File: src/core/das_seq_pkg.sv
// Shared constants, field layouts and types of the acquisition-system instruction sequencer
package das_seq_pkg;

  localparam int unsigned INSTR_WORDS = 8;
  localparam int unsigned RAM_BANKS   = 3;
  localparam int unsigned FIFO_DEPTH  = 32;
  localparam int unsigned CNT_W       = 22;

  // Register byte offsets (word aligned, low byte of haddr)
  localparam logic [7:0] OFS_INSTR0  = 8'h00;
  localparam logic [7:0] OFS_CONFIG  = 8'h20;
  localparam logic [7:0] OFS_TIMER   = 8'h24;
  localparam logic [7:0] OFS_FIFO    = 8'h28;
  localparam logic [7:0] OFS_STATUS  = 8'h2c;
  localparam logic [7:0] OFS_CONTROL = 8'h30;
  localparam logic [7:0] OFS_LIMIT   = 8'h34;

  // Configuration register fields
  localparam int unsigned CFG_START   = 0;
  localparam int unsigned CFG_RESET   = 1;
  localparam int unsigned CFG_FULLCAL = 3;
  localparam int unsigned CFG_RPTR_LO = 8;
  localparam int unsigned CFG_RPTR_HI = 9;

  // Control register fields
  localparam int unsigned CTL_THR_LO = 0;
  localparam int unsigned CTL_THR_HI = 5;
  localparam int unsigned CTL_TAG    = 8;

  localparam logic [1:0]  BANK_INSTR = 2'h0;
  localparam logic [1:0]  BANK_HIGH  = 2'h1;
  localparam logic [1:0]  BANK_LOW   = 2'h2;
  localparam logic [2:0]  NEG_GROUND = 3'h0;
  localparam logic [2:0]  HSIZE_WORD = 3'h2;

  // Sequencer timing, in converter clocks
  localparam logic [CNT_W-1:0] LEN_SINGLE     = 22'h000001;
  localparam logic [CNT_W-1:0] LEN_CONV12     = 22'h00002c; // 44
  localparam logic [CNT_W-1:0] LEN_CONV8      = 22'h000015; // 21
  localparam logic [CNT_W-1:0] LEN_CMP_LONG   = 22'h000005;
  localparam logic [CNT_W-1:0] LEN_CMP_SHORT  = 22'h000001;
  localparam logic [CNT_W-1:0] LEN_ACQ12      = 22'h000009;
  localparam logic [CNT_W-1:0] LEN_ACQ8       = 22'h000002;
  localparam logic [CNT_W-1:0] LEN_TMR_FIXED  = 22'h000002;
  localparam logic [CNT_W-1:0] LEN_CAL        = 22'h0003e8;
  localparam int unsigned      TMR_SHIFT      = 5;          // 32 clocks per count

  localparam logic [15:0] RST_TIMER   = 16'h0000;
  localparam logic [15:0] RST_CONTROL = 16'h0000;

  typedef struct packed {
    logic [3:0] acqTime;
    logic       wdog;
    logic       res8;
    logic       timerEn;
    logic       syncEn;
    logic [2:0] negSel;
    logic [2:0] posSel;
    logic       pauseEn;
    logic       loop;
  } instr_t;

  typedef enum logic [3:0] {
    S_IDLE   = 4'b0000,
    S_FETCH  = 4'b0001,
    S_DECODE = 4'b0010,
    S_TIMER  = 4'b0011,
    S_ACQ    = 4'b0100,
    S_CONV   = 4'b0101,
    S_CMPA   = 4'b0110,
    S_CMPB   = 4'b0111,
    S_CMPC   = 4'b1000,
    S_CAL    = 4'b1001
  } seq_state_t;

  typedef struct packed {
    logic [2:0] posSel;
    logic [2:0] negSel;
    logic       singleEnded;
    logic       res8;
    logic       acquire;
    logic       convert;
    logic       compare;
    logic       calibrate;
  } afe_ctrl_t;

endpackage : das_seq_pkg

File: src/core/das_instruction_sequencer.sv
// Instruction sequencer, timer, result FIFO and AHB-Lite register slave of the acquisition system
`timescale 1ns/10ps

//
// Contract
// - Instructions run in ascending order, back to back unless a timer delay is requested.
// - After an instruction with its loop bit set, execution returns to instruction zero.
// - An instruction with its timer bit set first waits out the timer delay.
// - Interrupt is raised once the FIFO holds the programmed threshold of results.
// - The host may read the FIFO while the sequencer keeps converting.
// - The conversion clock pauses during each host register access.
// - Top four instruction bits set the acquisition time extension.
// - Bit 9 enables the timer; zero negative field means single-ended; zero positive is input zero.
// - Bits 7 to 5 select the negative input; differential results are signed.
// - Bit 10 selects 8-bit conversion; bits 4 to 2 select the positive input.
// - Bit 11 selects limit-compare mode instead of producing a result.
// - One limit-compare instruction checks both its high and its low limit.
// - Bit 0 of an instruction is the loop bit marking the last instruction.
// - Configuration write with bit 0 set starts the sequencer.
// - Configuration write with bit 1 set resets the device logic.
// - Configuration write with bit 3 set starts a full self-calibration.
// - Configuration bits 9 and 8 select the RAM bank; bank 1 holds limits, stopped.
// - Configuration write of all zeros stops the sequencer.
// - When enabled, the instruction number is placed in result bits 15 to 13.
// - Two single-clock states, then 44 clocks (12-bit) or 21 clocks (8-bit) conversion; the code runs the acquisition state in between.
// - Limit compare uses 5, then 1, then 5 clocks after acquisition.
// - Each timer count is 32 converter clocks.
// - The timer delay adds a fixed 2 clocks to the programmed count.
module das_instruction_sequencer
  import das_seq_pkg::*;
(
  input  wire logic                    core_clk,   // Converter clock, 200 MHz
  input  wire logic                    arst_n,     // Asynchronous reset, active low
  input  wire logic                    hsel,       // AHB slave select
  input  wire logic [31:0]             haddr,      // AHB address
  input  wire logic [1:0]              htrans,     // AHB transfer type
  input  wire logic                    hwrite,     // AHB write
  input  wire logic [2:0]              hsize,      // AHB size
  input  wire logic [31:0]             hwdata,     // AHB write data
  input  wire logic                    hready,     // AHB bus ready
  output logic                         hreadyout,  // AHB slave ready
  output logic [31:0]                  hrdata,     // AHB read data
  output logic                         hresp,      // AHB response, always OKAY
  input  wire logic [12:0]             convData,   // Converter result, sign plus 12 bits
  output das_seq_pkg::afe_ctrl_t       afeCtrl,    // Front-end control
  output logic                         resultIrq   // Result threshold interrupt
);
  import das_seq_pkg::*;

  //////////////////////////////////////////////////////////////////////////////////////////
  // AHB-Lite slave: writes take no wait state, reads one

  logic       dpValid_q;
  logic       dpWrite_q;
  logic       dpWord_q;
  logic       rdWait_q;
  logic [7:0] dpAddr_q;
  logic [31:0] hrdata_q;

  wire addrPhase = hsel && htrans[1] && hready;

  always_ff @(posedge core_clk or negedge arst_n) begin
    if (!arst_n) begin
      dpValid_q <= 1'b0;
      dpWrite_q <= 1'b0;
      dpWord_q  <= 1'b0;
      rdWait_q  <= 1'b0;
      dpAddr_q  <= 8'h00;
    end else begin
      rdWait_q <= addrPhase && !hwrite;
      if (addrPhase) begin
        dpValid_q <= 1'b1;
        dpWrite_q <= hwrite;
        dpWord_q  <= (hsize == HSIZE_WORD);
        dpAddr_q  <= haddr[7:0];
      end else if (hreadyout) begin
        dpValid_q <= 1'b0;
      end
    end
  end

  // Reads stall a cycle because the read data is registered into hrdata_q before it reaches hrdata
  assign hreadyout = !(dpValid_q && rdWait_q);
  assign hresp     = 1'b0;
  assign hrdata    = hrdata_q;

  wire wrStrobe  = dpValid_q && dpWrite_q && dpWord_q;
  wire rdStrobe  = dpValid_q && rdWait_q;
  wire selInstr  = (dpAddr_q < OFS_CONFIG) && (dpAddr_q[1:0] == 2'b00);
  wire selConfig = (dpAddr_q == OFS_CONFIG);
  wire selTimer  = (dpAddr_q == OFS_TIMER);
  wire selFifo   = (dpAddr_q == OFS_FIFO);
  wire selStatus = (dpAddr_q == OFS_STATUS);
  wire selCtrl   = (dpAddr_q == OFS_CONTROL);
  wire selLimit  = (dpAddr_q == OFS_LIMIT);
  wire [2:0] wordIdx = dpAddr_q[4:2];

  // Conversion clock enable, held off while any access is in its data phase
  wire convTick = !dpValid_q;

  //////////////////////////////////////////////////////////////////////////////////////////
  // Registers

  logic [15:0] ram_q [RAM_BANKS][INSTR_WORDS];
  logic [1:0]  ramPtr_q;
  logic        running_q;
  logic        calPending_q;
  logic [15:0] timerPreset_q;
  logic [15:0] control_q;

  wire cfgWrite  = wrStrobe && selConfig;
  wire softReset = cfgWrite && hwdata[CFG_RESET];

  genvar gb;
  genvar gw;
  generate
    for (gb = 0; gb < RAM_BANKS; gb++) begin : gBank
      for (gw = 0; gw < INSTR_WORDS; gw++) begin : gWord
        wire hit = wrStrobe && selInstr && (ramPtr_q == 2'(gb)) && (wordIdx == 3'(gw));
        always_ff @(posedge core_clk or negedge arst_n) begin
          if (!arst_n) begin
            ram_q[gb][gw] <= 16'h0000;
          end else if (hit) begin
            ram_q[gb][gw] <= hwdata[15:0];
          end
        end
      end
    end
  endgenerate

  always_ff @(posedge core_clk or negedge arst_n) begin
    if (!arst_n) begin
      ramPtr_q      <= BANK_INSTR;
      running_q     <= 1'b0;
      timerPreset_q <= RST_TIMER;
      control_q     <= RST_CONTROL;
    end else begin
      if (cfgWrite) begin
        ramPtr_q  <= hwdata[CFG_RPTR_HI:CFG_RPTR_LO];
        // Any configuration write without the start bit leaves the sequencer stopped
        running_q <= hwdata[CFG_START] && !hwdata[CFG_RESET];
      end
      if (wrStrobe && selTimer) begin
        timerPreset_q <= hwdata[15:0];
      end
      if (wrStrobe && selCtrl) begin
        control_q <= hwdata[15:0];
      end
    end
  end

  //////////////////////////////////////////////////////////////////////////////////////////
  // Sequencer

  seq_state_t       state_q;
  seq_state_t       nextState;
  logic [2:0]       instrPtr_q;
  logic [CNT_W-1:0] cnt_q;

  wire instr_t cur     = instr_t'(ram_q[BANK_INSTR][instrPtr_q]);
  wire         stepNow = convTick && (cnt_q == '0);
  wire         instrEnd = stepNow && ((state_q == S_CONV) || (state_q == S_CMPC));
  wire [2:0]   ptrNext  = cur.loop ? 3'h0 : 3'(instrPtr_q + 3'h1);

  // Length of a state, counted in enabled converter clocks
  function automatic logic [CNT_W-1:0] stateLen(input seq_state_t st, input instr_t ins,
                                                 input logic [15:0] preset);
    logic [CNT_W-1:0] acqBase;
    acqBase = ins.res8 ? LEN_ACQ8 : LEN_ACQ12;
    case (st)
      S_TIMER: stateLen = CNT_W'({preset, 5'b0}) + LEN_TMR_FIXED;
      S_ACQ:   stateLen = acqBase + CNT_W'({ins.acqTime, 1'b0});
      S_CONV:  stateLen = ins.res8 ? LEN_CONV8 : LEN_CONV12;
      S_CMPA:  stateLen = LEN_CMP_LONG;
      S_CMPB:  stateLen = LEN_CMP_SHORT;
      S_CMPC:  stateLen = LEN_CMP_LONG;
      S_CAL:   stateLen = LEN_CAL;
      default: stateLen = LEN_SINGLE;
    endcase
  endfunction

  always_comb begin
    nextState = state_q;
    case (state_q)
      S_IDLE: begin
        if (calPending_q) begin
          nextState = S_CAL;
        end else if (running_q) begin
          nextState = S_FETCH;
        end
      end
      S_FETCH:  nextState = S_DECODE;
      S_DECODE: nextState = cur.timerEn ? S_TIMER : S_ACQ;
      S_TIMER:  nextState = S_ACQ;
      S_ACQ:    nextState = cur.wdog ? S_CMPA : S_CONV;
      S_CONV:   nextState = running_q ? S_FETCH : S_IDLE;
      S_CMPA:   nextState = S_CMPB;
      S_CMPB:   nextState = S_CMPC;
      S_CMPC:   nextState = running_q ? S_FETCH : S_IDLE;
      S_CAL:    nextState = S_IDLE;
      default:  nextState = S_IDLE;
    endcase
  end

  // A stop aborts the instruction in progress; one ending in the first cycle after the stop still delivers its result
  wire abortRun = !running_q && (state_q != S_IDLE) && (state_q != S_CAL);

  always_ff @(posedge core_clk or negedge arst_n) begin
    if (!arst_n) begin
      state_q    <= S_IDLE;
      instrPtr_q <= 3'h0;
      cnt_q      <= '0;
    end else if (softReset || abortRun) begin
      state_q    <= S_IDLE;
      instrPtr_q <= 3'h0;
      cnt_q      <= '0;
    end else if (stepNow && (nextState != state_q)) begin
      state_q <= nextState;
      cnt_q   <= stateLen(nextState, cur, timerPreset_q) - LEN_SINGLE;
      if (instrEnd) begin
        instrPtr_q <= ptrNext;
      end
    end else if (convTick && (cnt_q != '0)) begin
      cnt_q <= cnt_q - LEN_SINGLE;
    end
  end

  always_ff @(posedge core_clk or negedge arst_n) begin
    if (!arst_n) begin
      calPending_q <= 1'b0;
    end else if (cfgWrite && hwdata[CFG_FULLCAL]) begin
      calPending_q <= 1'b1;
    end else if (state_q == S_CAL) begin
      calPending_q <= 1'b0;
    end
  end

  assign afeCtrl.posSel      = cur.posSel;
  assign afeCtrl.negSel      = cur.negSel;
  assign afeCtrl.singleEnded = (cur.negSel == NEG_GROUND);
  assign afeCtrl.res8        = cur.res8;
  assign afeCtrl.acquire     = (state_q == S_ACQ);
  assign afeCtrl.convert     = (state_q == S_CONV);
  assign afeCtrl.compare     = (state_q == S_CMPA) || (state_q == S_CMPB) || (state_q == S_CMPC);
  assign afeCtrl.calibrate   = (state_q == S_CAL);

  //////////////////////////////////////////////////////////////////////////////////////////
  // Limit compare against both limits of the instruction

  wire signed [15:0] sample  = {{3{convData[12]}}, convData};
  wire signed [15:0] limHigh = {{3{ram_q[BANK_HIGH][instrPtr_q][12]}},
                                ram_q[BANK_HIGH][instrPtr_q][12:0]};
  wire signed [15:0] limLow  = {{3{ram_q[BANK_LOW][instrPtr_q][12]}},
                                ram_q[BANK_LOW][instrPtr_q][12:0]};
  wire cmpDone  = stepNow && (state_q == S_CMPC);
  wire overHigh = cmpDone && (sample > limHigh);
  wire underLow = cmpDone && (sample < limLow);
  wire limRead  = rdStrobe && selLimit;

  logic [7:0] highFlags_q;
  logic [7:0] lowFlags_q;

  // A limit event in the cycle of the clearing read survives it
  always_ff @(posedge core_clk or negedge arst_n) begin
    if (!arst_n) begin
      highFlags_q <= 8'h00;
      lowFlags_q  <= 8'h00;
    end else if (softReset) begin
      highFlags_q <= 8'h00;
      lowFlags_q  <= 8'h00;
    end else begin
      highFlags_q <= (limRead ? 8'h00 : highFlags_q) | (overHigh ? 8'(1) << instrPtr_q : 8'h00);
      lowFlags_q  <= (limRead ? 8'h00 : lowFlags_q) | (underLow ? 8'(1) << instrPtr_q : 8'h00);
    end
  end

  //////////////////////////////////////////////////////////////////////////////////////////
  // Result FIFO, read by the host while conversions go on

  logic [15:0] fifoMem [FIFO_DEPTH];
  logic [4:0]  wrPtr_q;
  logic [4:0]  rdPtr_q;
  logic [5:0]  fifoCount_q;
  logic        overflow_q;
  logic        irq_q;

  wire        convDone  = stepNow && (state_q == S_CONV);
  wire        fifoFull  = (fifoCount_q == 6'(FIFO_DEPTH));
  wire        fifoEmpty = (fifoCount_q == 6'h00);
  wire        push      = convDone && !fifoFull;
  wire        pop       = rdStrobe && selFifo && !fifoEmpty;
  wire [2:0]  tagBits   = control_q[CTL_TAG] ? instrPtr_q : 3'h0;
  wire [15:0] resultWord = {tagBits, convData};
  wire [5:0]  threshold = control_q[CTL_THR_HI:CTL_THR_LO];

  always_ff @(posedge core_clk) begin
    if (push) begin
      fifoMem[wrPtr_q] <= resultWord;
    end
  end

  always_ff @(posedge core_clk or negedge arst_n) begin
    if (!arst_n) begin
      wrPtr_q     <= 5'h00;
      rdPtr_q     <= 5'h00;
      fifoCount_q <= 6'h00;
      overflow_q  <= 1'b0;
      irq_q       <= 1'b0;
    end else if (softReset) begin
      wrPtr_q     <= 5'h00;
      rdPtr_q     <= 5'h00;
      fifoCount_q <= 6'h00;
      overflow_q  <= 1'b0;
      irq_q       <= 1'b0;
    end else begin
      if (push) begin
        wrPtr_q <= wrPtr_q + 5'h01;
      end
      if (pop) begin
        rdPtr_q <= rdPtr_q + 5'h01;
      end
      if (push && !pop) begin
        fifoCount_q <= fifoCount_q + 6'h01;
      end else if (pop && !push) begin
        fifoCount_q <= fifoCount_q - 6'h01;
      end
      // Results arriving on a full FIFO are dropped; the flag says so
      if (convDone && fifoFull) begin
        overflow_q <= 1'b1;
      end
      irq_q <= (threshold != 6'h00) && (fifoCount_q >= threshold);
    end
  end

  assign resultIrq = irq_q;

  //////////////////////////////////////////////////////////////////////////////////////////
  // Read data

  wire [31:0] instrRd  = {16'h0000, ram_q[BANK_INSTR][wordIdx]};
  wire [31:0] bankRd   = (ramPtr_q == BANK_HIGH) ? {16'h0000, ram_q[BANK_HIGH][wordIdx]} :
                         (ramPtr_q == BANK_LOW)  ? {16'h0000, ram_q[BANK_LOW][wordIdx]}  :
                         (ramPtr_q == BANK_INSTR) ? instrRd : 32'h00000000;
  wire [31:0] cfgRd    = {22'h000000, ramPtr_q, 4'h0, calPending_q, 2'b00, running_q};
  wire [31:0] fifoRd   = fifoEmpty ? 32'h00000000 : {16'h0000, fifoMem[rdPtr_q]};
  wire [31:0] statusRd = {16'h0000, overflow_q, irq_q, 3'h0, instrPtr_q,
                          state_q, 1'b0, fifoEmpty, fifoFull, running_q};
  wire [31:0] countRd  = {26'h0000000, fifoCount_q};
  wire [31:0] rdMux    = selInstr  ? bankRd :
                         selConfig ? cfgRd :
                         selTimer  ? {16'h0000, timerPreset_q} :
                         selFifo   ? fifoRd :
                         selStatus ? (statusRd | {countRd[15:0], 16'h0000}) :
                         selCtrl   ? {16'h0000, control_q} :
                         selLimit  ? {16'h0000, lowFlags_q, highFlags_q} : 32'h00000000;

  always_ff @(posedge core_clk or negedge arst_n) begin
    if (!arst_n) begin
      hrdata_q <= 32'h00000000;
    end else if (rdStrobe) begin
      hrdata_q <= rdMux;
    end
  end
endmodule : das_instruction_sequencer

File: config.mk
export PLATFORM = sky130hd
export DESIGN_NAME = das_instruction_sequencer
export DESIGN_NICKNAME = d
export VERILOG_FILES = /design/src/core/das_seq_pkg.sv /design/src/core/das_instruction_sequencer.sv
export SDC_FILE = /design/constraint.sdc
export NUM_CORES = 1
export LEC_CHECK = 0
export ABC_CLOCK_PERIOD_IN_PS = 12850
export BUFFER_PORTS_ARGS = -buffer_cell sky130_fd_sc_hd__buf_4
export CORE_AREA = 2 2 272 300
export CTS_BUF_LIST = sky130_fd_sc_hd__clkbuf_4 sky130_fd_sc_hd__clkbuf_8
export CTS_CLUSTER_DIAMETER = 60
export DETAILED_ROUTE_END_ITERATION = 10
export DIE_AREA = 0 0 274 302
export GPL_ROUTABILITY_DRIVEN = 0
export GPL_TIMING_DRIVEN = 0
export PLACE_DENSITY = 0.8
export SKIP_CTS_REPAIR_TIMING = 1
export SYNTH_ARGS = -nofsm -noshare
export SYNTH_HDL_FRONTEND = slang
export SYNTH_SLANG_ARGS = --single-unit
export TNS_END_PERCENT = 30
File: constraint.sdc
create_clock -name core_clk -period 12.85 [get_ports core_clk]
set_input_delay 2.57 -clock core_clk [delete_from_list [all_inputs] [get_ports core_clk]]
set_output_delay 2.57 -clock core_clk [all_outputs]
set_load 0.1 [all_outputs]
==> results.cfg <==
[place]
dp_slack_ns = 6.02
post-dp-hpwl_mm = 96.5
place_area_mm2 = 0.0498
numPortBuffers = 81

[drt]
routedWlPerCell_um = 31.2
num_vias = 30400
first_pass_iters = 8
wl_mm = 138
drtIter0Drc = 3975
vias_per_cell = 6.89
drc_errors = 0
antenna_left = 0

[yosys]
async_reset_ff_share_pct = 50.2
synth_area_mm2 = 0.0474
syn-mean-instance-area_um2 = 16.0
synth_seq_cells = 1029
synth.distinct_cells = 75
synth_warnings = 0
ys_seq_area_share_pct = 59.7
synth_edf_count = 512
synthFlopType = dfrtp_1
syn_inst = 2957

[final_layout]
area_growth_pct = 12.4
nets = 3372
drive_gt1_share_pct = 36.0
fin_area_mm2 = 0.0534
post-route-util_pct = 66.8

[timing]
maxSlewViolCount = 0
whs_ns = 0.496
rsz0062_at_grt = no
fin_crit_sh_pct = 57.1
max_freq_ghz = 0.136
finalSetupTns_ns = 0
hold_viol = 0
setup_ws_ns = 5.51
setup_viol = 0
final.min_clock_period_ns = 7.34
fin_worst_skew_ns = 0.0549
tightest_slew_ns = 1.42
slew_headroom_pct = 5.45

[clock_network]
clockBufferDepth = 3
cts-root-buf = clkbuf_8
htree_levels = 4
cts.sinks = 1029
cts_tree = built
numCtsBuffers = 162
clk_pin_slew_ns = 0.06
insertion_delay_ns = 0.86

[floorplanning]
core_area_mm2 = 0.0799
ioPinCount = 134
die_area_mm2 = 0.0827
die_h_um = 302
start_util_pct = 59.4
rows = 109
dieWidth_um = 274

[power]
ir_drop_v = 0.000162
p_int_w = 0.00557
pwr-share-clk_pct = 38.1
p_sw_w = 0.00217
p_seq_share_pct = 46.9
powerDensity_mw_per_mm2 = 145
combPwrFrac_pct = 15.0
power_leakage_nw = 20.4
power.share.switching_pct = 28.1

[outcome]
status = completed

[critical_path]
cp_max_fo = 10
cp-start-kind = flip-flop
worstPathArrival_ns = 4.77
endpoint_kind = primary output
reg2reg_slack_ns = 5.66
crit_required_ns = 10.28
path_class = reg -> out

[run]
drv_cap = 0

[global_routing]
grt_overflow_total = 0
grt_max_degree = 125
grt_pass1_wl_mm = 202
track_usage_pct = 33.9
antenna_found_initial = 2
grt_pass1_vias = 31500

[min_path]
hold_class = reg -> reg
## routing by layer
metal / vias to the layer above / GRT usage (%) / routed length [µm]
met2: 2109 / 54.4 / 66700
li1: 12200 / - / -
met3: 546 / 8.42 / 14200
met1: 15600 / 41.4 / 46900
met5: - / 0 / 9
met4: 2 / 21.8 / 9870
## cell usage after synthesis (all sizes together) (4+ instances only)
| cell type | count | area share, % |
|---|---|---|
| a22oi | 30 | 0.47 |
| nor2b | 12 | 0.16 |
| ha | 50 | 1.3 |
| xor2 | 9 | 0.17 |
| inv | 24 | 0.19 |
| o21a | 9 | 0.14 |
| nand3b | 5 | 0.079 |
| dfrtp | 517 | 27 |
| or2 | 12 | 0.16 |
| nand2b | 15 | 0.20 |
| nor2 | 114 | 0.90 |
| or3 | 7 | 0.092 |
| clkbuf | 150 | 1.2 |
| and2 | 11 | 0.15 |
| nand3 | 40 | 0.42 |
| o31ai | 4 | 0.074 |
| a21oi | 49 | 0.52 |
| a22o | 13 | 0.24 |
| or4 | 9 | 0.16 |
| mux4 | 330 | 16 |
| nand4 | 12 | 0.16 |
| and3 | 12 | 0.16 |
| a31oi | 19 | 0.25 |
| xnor2 | 8 | 0.15 |
| nor3b | 4 | 0.063 |
| a211oi | 8 | 0.13 |
| a32oi | 7 | 0.13 |
| a2111o | 6 | 0.14 |
| o22ai | 16 | 0.21 |
| nand2 | 154 | 1.2 |
| buf | 73 | 0.71 |
| o211ai | 8 | 0.13 |
| o41ai | 4 | 0.074 |
| and4 | 5 | 0.092 |
| nor3 | 30 | 0.34 |
| mux2i | 94 | 2.0 |
| o21ai | 89 | 0.94 |
| a21o | 12 | 0.19 |
| nor4 | 7 | 0.092 |
| mux2 | 424 | 10 |
| a221oi | 5 | 0.092 |
| edfxtp | 512 | 32 |
## critical path, cell delays in order, from the launching register on
cell and delay (ns):
dfrtp_1 0.52, buf_2 0.42, buf_4 0.30, buf_1 0.63, clkbuf_1 0.95, mux4_2 0.41
nand2_1 0.09, nand2_1 0.12, nor3_1 0.16, buf_4 0.32
## registers in the layout (all words and copies together), names as in the netlist, 2 cells and up
name and count:
cnt_q 22, control_q 16, dpAddr_q 8, fifoCount_q 6
fifoMem 512, highFlags_q 8, hrdata 22, instrPtr_q 3
lowFlags_q 8, ramPtr_q 2, ram_q 384, rdPtr_q 5
state_q 4, timerPreset_q 16, wrPtr_q 5
## metrics by stage
step	instances	total power, W
final	4418	0.00774
after global routing	4418	0.00795
after CTS	4416	0.00772
after detailed placement	4123	0.00482
after global placement	4102	0.00477
after floorplan	2967	0.00439
## kinds of logic after synthesis
group / count (synthesis) / synth area share, %
xor gates and xnor gates: 17 / 0.314
muxes: 848 / 27.7
DFF: 1029 / 59.7
adders and majority gates: 51 / 1.36
buffers and inverters: 247 / 2.09
and+or+nand+nor: 458 / 4.62
other: 1 / 0.00790
AOI/OAI and AO/OA: 306 / 4.24
## power groups by stage
stage	clock, W	combinational (W)	sequential (W)
final	0.00295	0.00116	0.00363
after global routing	0.00310	0.00121	0.00364
after CTS	0.00296	0.00114	0.00363
after detailed placement	0	0.00113	0.00369
after global placement	0	0.00109	0.00368
after floorplan	0	0.000719	0.00367
## layout make-up
cell class              instances  area, µm²
multi-input cells            1691      18300
fillers                      5320      26600
clock inverters                51        499
diodes                          1       2.50
plain buffers                 223        902
well taps                    1054       1320
repair buffers                103        962
inverters                      24       90.1
clock buffers                 242       3000
flip-flops and latches       1029      28300
## cells in the final DEF, fill, tap and decap left out, drive strengths merged, types with 13 or more instances in the layout
cell,count
dfrtp,517
edfxtp,512
mux2,424
clkbuf,394
mux4,330
buf,174
nand2,154
nor2,114
mux2i,94
o21ai,89
ha,50
a21oi,49
nand3,40
clkinv,38
inv,34
a22oi,30
nor3,30
a31oi,19
o22ai,16
nand2b,15
a22o,13
## path summary, 6_finish.rpt
path,startpoint,to,cells past startpoint
setup / recovery,instrPtr_q[1],afeCtrl[5],9
hold / removal,hrdata[0],hrdata[0],2
setup reg to reg,instrPtr_q[1],highFlags_q[4],17
hold reg to reg,hrdata[0],hrdata[0],2
max in group asynchronous,arst_n,rdPtr_q[2],4
min in group asynchronous,arst_n,ram_q[354],1
Power figures use the tool's default switching activity.
